[config.mk]
export PLATFORM = sky130hd
export DESIGN_NAME = mcu_instruction_subset_exec
export DESIGN_NICKNAME = d
export VERILOG_FILES = /design/src/core/exec_pkg.sv /design/src/core/mcu_instruction_subset_exec.sv
export SDC_FILE = /design/constraint.sdc
export NUM_CORES = 2
export LEC_CHECK = 0
export BUFFER_PORTS_ARGS = -buffer_cell sky130_fd_sc_hd__buf_2
export CORE_MARGIN = 1.5
export CORE_UTILIZATION = 55
export DETAILED_ROUTE_END_ITERATION = 12
export PLACE_DENSITY = 0.71
export REMOVE_ABC_BUFFERS = 1
export SLEW_MARGIN = 15
export SYNTH_ARGS = -nofsm -noshare
export SYNTH_HDL_FRONTEND = slang
export SYNTH_SLANG_ARGS = --single-unit
[constraint.sdc]
create_clock -name SYS_CLK -period 4.8 [get_ports SYS_CLK]
set_input_delay 0.96 -clock SYS_CLK [delete_from_list [all_inputs] [get_ports SYS_CLK]]
set_output_delay 0.96 -clock SYS_CLK [all_outputs]
set_load 0.05 [all_outputs]
[src/core/exec_pkg.sv]
// constants, field layouts and carriers for the instruction subset unit
// assumes a 32-bit AHB-Lite slave port with word-only accesses
package exec_pkg;
  localparam int FILE_ADDR_W = 7;
  localparam int FILE_DEPTH = 128;
  localparam int OFS_W = 12;
  // register byte offsets
  localparam logic [11:0] CMD_OFS = 12'h000;
  localparam logic [11:0] ACC_OFS = 12'h004;
  localparam logic [11:0] STAT_OFS = 12'h008;
  localparam logic [11:0] FILE_BASE = 12'h200;
  localparam int FILE_SEL_MSB = 11;
  localparam int FILE_SEL_LSB = 9;
  localparam logic [2:0] FILE_SEL = 3'h1;
  localparam int WORD_LSB = 2;
  // operation codes in the command register
  localparam logic [2:0] OP_CLEAR_FILE = 3'h1;
  localparam logic [2:0] OP_COMPLEMENT_FILE = 3'h2;
  localparam logic [2:0] OP_WATCHDOG_CLEAR = 3'h3;
  localparam logic [2:0] OP_COMPARE_ACC_FILE = 3'h4;
  localparam logic [2:0] OP_DECIMAL_ADJUST = 3'h5;
  localparam logic [2:0] OP_DECREMENT_SKIP_ZERO = 3'h6;
  localparam logic DEST_ACC = 1'b0;
  localparam logic DEST_FILE = 1'b1;
  // reset values
  localparam logic [7:0] ACC_RST = 8'h00;
  localparam logic [7:0] STAT_RST = 8'h18;
  localparam logic [7:0] BYTE_ZERO = 8'h00;
  localparam logic [7:0] BYTE_ONE = 8'h01;
  // decimal adjust constants
  localparam logic [3:0] NIBBLE_MAX = 4'h9;
  localparam logic [8:0] ADJ_LOW = 9'h006;
  localparam logic [8:0] ADJ_HIGH = 9'h060;
  localparam logic HRESP_OKAY = 1'b0;
  // command register: bits [10:0]
  typedef struct packed {
    logic [6:0] addr;
    logic dest;
    logic [2:0] op;
  } cmd_t;
  // status register: bits [7:0]
  typedef struct packed {
    logic skip_last;
    logic busy;
    logic psc_on_wdt;
    logic timeout_flag_n;
    logic powerdown_flag_n;
    logic z;
    logic dc;
    logic c;
  } status_t;
endpackage

[src/core/mcu_instruction_subset_exec.sv]
// execution unit for clear/complement file, watchdog clear, compare,
// decimal adjust and decrement-skip-zero, with an AHB-Lite register port
// assumes one bus master, word accesses only, SYS_CLK at 125 MHz
//
// Function
// - clear-file writes zero to the file register and sets Z, one cycle.
// - complement-file inverts the file register, Z follows the inverted value.
// - destination bit 0 writes the accumulator, 1 writes the file register.
// - watchdog clear zeroes watchdog, and prescaler only when assigned to it.
// - watchdog clear sets timeout and power-down flags (active low) to one.
// - compare does file minus accumulator, updates Z and C, stores nothing.
// - decimal adjust turns a binary sum into packed decimal, touches only C.
// - decrement-skip stores file minus one per destination; zero discards next.
// - a skipped instruction becomes a no-op, skipping takes two cycles.
`timescale 1ns/1ns
module mcu_instruction_subset_exec
(
  // clock and reset
  input wire logic SYS_CLK,
  input wire logic RST_B,
  // AHB-Lite slave
  input wire logic HSEL,
  input wire logic [31:0] HADDR,
  input wire logic [1:0] HTRANS,
  input wire logic HWRITE,
  input wire logic [2:0] HSIZE,
  input wire logic [31:0] HWDATA,
  input wire logic HREADY,
  output logic [31:0] HRDATA,
  output logic HREADYOUT,
  output logic HRESP,
  // core side
  output logic WDT_CLR,
  output logic PRESCALER_CLR,
  output logic SKIP_NOP,
  output exec_pkg::status_t STATUS
);
  import exec_pkg::*;

  typedef enum logic [1:0] {ST_IDLE, ST_EXEC, ST_NOP} state_t;

  // file minus operand with the no-borrow bit on top
  function automatic logic [8:0] sub_nb(input logic [7:0] a, input logic [7:0] b);
    sub_nb = {1'b0, a} + {1'b0, ~b} + 9'h001;
  endfunction

  ////////////////////////////////////////////////////////////////////////
  // reset release
  logic rst_meta_q;
  logic rst_n;
  always_ff @(posedge SYS_CLK or negedge RST_B)
  begin
    if (!RST_B)
    begin
      rst_meta_q <= 1'b0;
      rst_n <= 1'b0;
    end
    else
    begin
      rst_meta_q <= 1'b1;
      rst_n <= rst_meta_q;
    end
  end

  ////////////////////////////////////////////////////////////////////////
  // state
  logic [7:0] file_mem [FILE_DEPTH];
  logic [7:0] acc_q;
  status_t stat_q;
  cmd_t cmd_q;
  state_t st_q;
  logic wdt_clr_q;
  logic psc_clr_q;

  // bus pipeline
  logic dph_q;
  logic ready_q;
  logic write_q;
  logic [OFS_W-1:0] ofs_q;
  logic [31:0] rdata_q;
  logic accept;
  logic commit;
  logic is_file;

  // one wait state for every access, more while an operation runs
  assign HREADYOUT = !dph_q || ready_q;
  assign HRESP = HRESP_OKAY;
  assign HRDATA = rdata_q;
  assign accept = HSEL && HTRANS[1] && HREADY;
  assign commit = dph_q && ready_q;
  assign is_file = ofs_q[FILE_SEL_MSB:FILE_SEL_LSB] == FILE_SEL;

  always_ff @(posedge SYS_CLK or negedge rst_n)
  begin
    if (!rst_n)
    begin
      dph_q <= 1'b0;
      ready_q <= 1'b0;
      write_q <= 1'b0;
      ofs_q <= '0;
    end
    else
    begin
      if (accept)
      begin
        dph_q <= 1'b1;
        write_q <= HWRITE;
        ofs_q <= HADDR[OFS_W-1:0];
      end
      else if (commit)
        dph_q <= 1'b0;
      ready_q <= dph_q && !ready_q && (st_q == ST_IDLE);
    end
  end

  // read data sampled in the wait cycle, so it is a flop at the port
  logic [FILE_ADDR_W-1:0] bus_fidx;
  assign bus_fidx = ofs_q[WORD_LSB +: FILE_ADDR_W];
  always_ff @(posedge SYS_CLK or negedge rst_n)
  begin
    if (!rst_n)
      rdata_q <= '0;
    else if (dph_q && !ready_q && !write_q)
    begin
      if (is_file)
        rdata_q <= {24'h000000, file_mem[bus_fidx]};
      else if (ofs_q == CMD_OFS)
        rdata_q <= {21'h000000, cmd_q};
      else if (ofs_q == ACC_OFS)
        rdata_q <= {24'h000000, acc_q};
      else if (ofs_q == STAT_OFS)
        rdata_q <= {24'h000000, stat_q};
      else
        rdata_q <= '0;
    end
  end

  ////////////////////////////////////////////////////////////////////////
  // operation datapath
  logic [7:0] opnd;
  logic [7:0] res;
  logic wr_acc;
  logic wr_file;
  logic z_upd;
  logic c_upd;
  logic c_val;
  logic skip;
  logic wdt_op;
  logic [8:0] diff;
  logic [8:0] daa;

  assign opnd = file_mem[cmd_q.addr];

  always_comb
  begin
    res = BYTE_ZERO;
    wr_acc = 1'b0;
    wr_file = 1'b0;
    z_upd = 1'b0;
    c_upd = 1'b0;
    c_val = 1'b0;
    skip = 1'b0;
    wdt_op = 1'b0;
    diff = '0;
    daa = {1'b0, acc_q};
    case (cmd_q.op)
      OP_CLEAR_FILE:
      begin
        res = BYTE_ZERO;
        wr_file = 1'b1;
        z_upd = 1'b1;
      end
      OP_COMPLEMENT_FILE:
      begin
        res = ~opnd;
        wr_acc = cmd_q.dest == DEST_ACC;
        wr_file = cmd_q.dest == DEST_FILE;
        z_upd = 1'b1;
      end
      OP_WATCHDOG_CLEAR:
        wdt_op = 1'b1;
      OP_COMPARE_ACC_FILE:
      begin
        diff = sub_nb(opnd, acc_q);
        res = diff[7:0];
        z_upd = 1'b1;
        c_upd = 1'b1;
        c_val = diff[8];
      end
      OP_DECIMAL_ADJUST:
      begin
        // low nibble first so its carry ripples into the high test
        if (stat_q.dc || (acc_q[3:0] > NIBBLE_MAX))
          daa = daa + ADJ_LOW;
        if (stat_q.c || daa[8] || (daa[7:4] > NIBBLE_MAX))
          daa = daa + ADJ_HIGH;
        res = daa[7:0];
        wr_acc = 1'b1;
        c_upd = 1'b1;
        c_val = stat_q.c || daa[8];
      end
      OP_DECREMENT_SKIP_ZERO:
      begin
        diff = sub_nb(opnd, BYTE_ONE);
        res = diff[7:0];
        wr_acc = cmd_q.dest == DEST_ACC;
        wr_file = cmd_q.dest == DEST_FILE;
        z_upd = 1'b1;
        skip = diff[7:0] == BYTE_ZERO;
      end
      default:
        res = BYTE_ZERO;
    endcase
  end

  ////////////////////////////////////////////////////////////////////////
  // sequencing: one execute cycle, plus a no-op cycle when skipping
  logic cmd_wr;
  logic exec;
  assign cmd_wr = commit && write_q && (ofs_q == CMD_OFS);
  assign exec = st_q == ST_EXEC;

  always_ff @(posedge SYS_CLK or negedge rst_n)
  begin
    if (!rst_n)
    begin
      st_q <= ST_IDLE;
      cmd_q <= '0;
    end
    else
    begin
      if (cmd_wr)
        cmd_q <= HWDATA[$bits(cmd_t)-1:0];
      case (st_q)
        ST_IDLE:
          if (cmd_wr)
            st_q <= ST_EXEC;
        ST_EXEC:
          st_q <= skip ? ST_NOP : ST_IDLE;
        ST_NOP:
          st_q <= ST_IDLE;
        default:
          st_q <= ST_IDLE;
      endcase
    end
  end

  assign SKIP_NOP = st_q == ST_NOP;

  // file memory: no reset, contents are software's to initialise
  always_ff @(posedge SYS_CLK)
  begin
    if (exec && wr_file)
      file_mem[cmd_q.addr] <= res;
    else if (commit && write_q && is_file)
      file_mem[bus_fidx] <= HWDATA[7:0];
  end

  always_ff @(posedge SYS_CLK or negedge rst_n)
  begin
    if (!rst_n)
      acc_q <= ACC_RST;
    else if (exec && wr_acc)
      acc_q <= res;
    else if (commit && write_q && (ofs_q == ACC_OFS))
      acc_q <= HWDATA[7:0];
  end

  // bus writes never coincide with an execute cycle, the stall sees to that
  always_ff @(posedge SYS_CLK or negedge rst_n)
  begin
    if (!rst_n)
      stat_q <= STAT_RST;
    else
    begin
      if (commit && write_q && (ofs_q == STAT_OFS))
      begin
        stat_q.c <= HWDATA[0];
        stat_q.dc <= HWDATA[1];
        stat_q.z <= HWDATA[2];
        stat_q.powerdown_flag_n <= HWDATA[3];
        stat_q.timeout_flag_n <= HWDATA[4];
        stat_q.psc_on_wdt <= HWDATA[5];
      end
      if (exec && z_upd)
        stat_q.z <= res == BYTE_ZERO;
      if (exec && c_upd)
        stat_q.c <= c_val;
      if (exec && wdt_op)
      begin
        stat_q.timeout_flag_n <= 1'b1;
        stat_q.powerdown_flag_n <= 1'b1;
      end
      if (exec)
        stat_q.skip_last <= skip;
      stat_q.busy <= (st_q != ST_IDLE) ? (exec && skip) : cmd_wr;
    end
  end

  always_ff @(posedge SYS_CLK or negedge rst_n)
  begin
    if (!rst_n)
    begin
      wdt_clr_q <= 1'b0;
      psc_clr_q <= 1'b0;
    end
    else
    begin
      wdt_clr_q <= exec && wdt_op;
      psc_clr_q <= exec && wdt_op && stat_q.psc_on_wdt;
    end
  end

  assign WDT_CLR = wdt_clr_q;
  assign PRESCALER_CLR = psc_clr_q;
  assign STATUS = stat_q;
endmodule

==> flow_summary.json <==
{
  "dr.first_iter.drc_count": 5624,
  "floorplan.die.height_microns": 311,
  "tritoncts": "built",
  "routed-wl-met3_mm": 24.4,
  "core-area_sq_um": 93500,
  "synthDistinctLibCells": 74,
  "finalWorstSetupSlack_ns": -0.784,
  "worst-r2r-cell-count": 22,
  "power_frac_clock": 0.346,
  "outcome": "finished with violations",
  "ctsHoldBuffers": 0,
  "filler_cell_count": 6047,
  "critPathMaxStageDelay_ns": 0.96,
  "clock_buffer_count_from_cts": 110,
  "clock_tree.buffer_depth": 3,
  "final_cell_count_no_fill": 4604,
  "yosysWarnings": 0,
  "drc_violation_count_after_routing": 0,
  "synth_seq_area_share": 0.619,
  "first_global_vias": 32457,
  "critical_path_data_required_time_ns": 5.37,
  "pin_count_of_the_biggest_net_entering_global_routing": 85,
  "regToRegSetupSlack_ns": -0.78,
  "dp.final_hpwl_mm": 113,
  "numPlacedInstances": 4306,
  "timing.critical_path.cells": "buf_12 -> buf_16 -> buf_8 -> buf_4 -> buf_16 -> mux4_2 -> o22a_1 -> o21ai_0 -> buf_4 -> a2111oi_1 -> a2111o_1 -> ha_1 -> o21ai_2 -> buf_4 -> a21oi_2 -> o21a_1 -> o31a_1 -> o211a_1 -> a21oi_4 -> buf_12 -> buf_12 -> buf_16",
  "timing.fmax_mhz": 179,
  "timing.slew.headroom": 0.115,
  "htreeDepth": 3,
  "root_buffer": "clkbuf_16",
  "initial_antenna_violation_count": 8,
  "grt_pass1_wl_mm": 238,
  "ir_worst_vdd_v": 0.000306,
  "initial_utilization": 0.557,
  "maxSlewViolCount": 0,
  "grt.total_usage": 0.350,
  "multiInputGateArea_sq_um": 18900,
  "rows": 112,
  "number_of_enable_type_register_cells_in_the_synthesized_netlist": 1024,
  "comb_power_share": 0.221,
  "hold_path.class": "in -> async",
  "max_slew.worst_pin.slew_ns": 1.32,
  "fp.dieW_microns": 311,
  "avgViaCountPerCell": 7.19,
  "area_growth_syn_to_layout_pct": 19.2,
  "die-area_sq_um": 96500,
  "switching_share": 0.280,
  "routed.top_layer": "met5",
  "dr_total_vias": 33109,
  "critical_path_arrival_ns": 6.15,
  "route.final.wire_length_mm": 171,
  "synthesis.area_per_instance_sq_um": 18.5,
  "cts.clk_slew.worst_paths_ns": 0.06,
  "critPathBufInv": 10,
  "syn_inst": 2813,
  "syn_area_sq_um": 52000,
  "postLayoutCoreUtil": 0.664,
  "ys.flop_type": "edfxtp_1",
  "crit_fanout": 15,
  "cell_area_after_layout_sq_um": 62000,
  "max-cap-violations": 0,
  "yosysTopAreaCell": "edfxtp_1",
  "total_switching_power_w": 0.00706,
  "cp_top_family": "compound AO/OA/AOI/OAI gates",
  "m1WireLength_mm": 59.3,
  "static-leakage-power_nw": 20.9,
  "detail_route.first_pass.iterations": 6,
  "power_density_nw_per_um2": 406,
  "power_frac_seq": 0.432,
  "design.final.nets": 3345,
  "synthDominantCellAreaShare": 0.591,
  "boundaryPins": 119,
  "finalSetupTns_ns": -451.80,
  "drive_gt1_frac": 0.418,
  "max_stage_delay_cell_worst_path": "a2111oi_1",
  "number_of_storage_elements_in_the_synthesis_netlist": 1083,
  "grt-ovfl-total": 0,
  "r2r-end": "file_mem[35][7]",
  "timing.final.crit_share": 1.16,
  "timing.critical_path.from_type": "flop",
  "violations": "negative setup slack",
  "timing.critical_path.to_type": "flop",
  "port-buffer-count": 51,
  "finalClockSkew_ns": 0.0427,
  "worstReg2RegStart": "cmd_q[4]",
  "synth.most_common_cell": "edfxtp_1",
  "seqCellArea_sq_um": 32300,
  "synth_top_cells_by_area": "edfxtp_1, mux4_2, dfrtp_1",
  "period_needed_ns": 5.58,
  "antenna_left": 0,
  "dpl-instance-area_sq_um": 56600,
  "grt_setup_unrepaired": "yes",
  "clock_sinks": 1083,
  "clkLatencyLatePin_ns": 0.72,
  "met2_length_mm": 78.1,
  "setup_viol": 900,
  "cell_internal_power_w": 0.0181,
  "post_synth_most_frequent_cells": "edfxtp_1, mux4_2, nor2_1, clkbuf_1, nand2_1",
  "postSynth.asyncResetShare": 0.0545,
  "globalplace.congestion": 0.989,
  "route.detailed.wl_per_inst_microns": 37.2,
  "worstSetupPathType": "reg -> reg",
  "pre_cts_setup_slack_ns": -0.992,
  "number_of_hold_violations_in_the_final_report": 0
}
-- cell type report --
cell class,count,area share
Sequential cell,1083,0.520
Multi-Input combinational cell,1493,0.305
Timing Repair Buffer,542,0.0897
Clock buffer,132,0.0468
Tap cell,1254,0.0253
Clock inverter,70,0.0115
Inverter,27,0.00167
Antenna cell,3,0.000121
-- timing repair --
action | CTS | global route
resized for setup | 55 | 55
setup endpoints to repair | 901 | 902
pin swaps | 9 | 12
gates cloned | 12 | 20
setup buffers | 37 | 29
-- placed cells by master (no fill, tap or decap), drive strengths merged, types with 22 or more instances in the layout --
master  synthesis  final
clkbuf        118    144
nand3          22     22
mux4          570    570
mux2           41     42
inv            27     33
conb            2     23
nor2          195    195
clkinv          0     47
a21oi          54     54
dfrtp          57     57
a22oi          34     34
edfxtp       1024   1024
nand2         104    104
buf           114    528
o21ai          65     65
nor2b          22     22
mux2i          95     95
-- kinds of logic after synthesis --
group | count (synthesis) | share of synthesized area
xor+xnor | 10 | 0.00168
buf+inv | 259 | 0.0244
mux | 706 | 0.274
fa+ha+maj | 14 | 0.00351
flops | 1083 | 0.619
other cells | 2 | 0.000144
compound gates | 295 | 0.0380
simple gates | 444 | 0.0389
-- through the flow --
stage	hold slack, ns	power [W]
floorplan	0.331	0.0149
global placement	0.345	0.0160
detailed placement	0.347	0.0160
CTS	0.00424	0.0248
global route	0.0175	0.0257
finish	0.0296	0.0252
-- worst max path at each step --
stage	cells past startpoint	end	from
after floorplan	15	file_mem[0][7]	cmd_q[4]
after global placement	16	file_mem[124][5]	cmd_q[4]
after detailed placement	16	file_mem[120][5]	cmd_q[4]
after CTS	19	file_mem[96][5]	cmd_q[4]
after global routing	23	file_mem[90][6]	cmd_q[4]
final	22	file_mem[35][7]	cmd_q[4]
-- flip-flops by register name (all words and copies together), names as in the netlist, 2 cells and up --
register  flops
HRDATA       11
st_q          2
acc_q         8
cmd_q        11
ofs_q        12
STATUS        8
file_mem   1024
-- routing by layer --
metal,track usage,vias up
met5,0,-
met4,0.169,4
met3,0.102,473
met2,0.526,2809
met1,0.474,17079
li1,-,12744
-- power groups by stage --
stage	registers (W)	logic [W]	clock network [W]
2_1_floorplan	0.0116	0.00322	0
3_3_place_gp	0.0111	0.00487	0
3_5_place_dp	0.0111	0.00494	0
4_1_cts	0.0109	0.00519	0.00876
5_1_grt	0.0109	0.00571	0.00912
6_report	0.0109	0.00558	0.00873
Power figures use the tool's default switching activity.
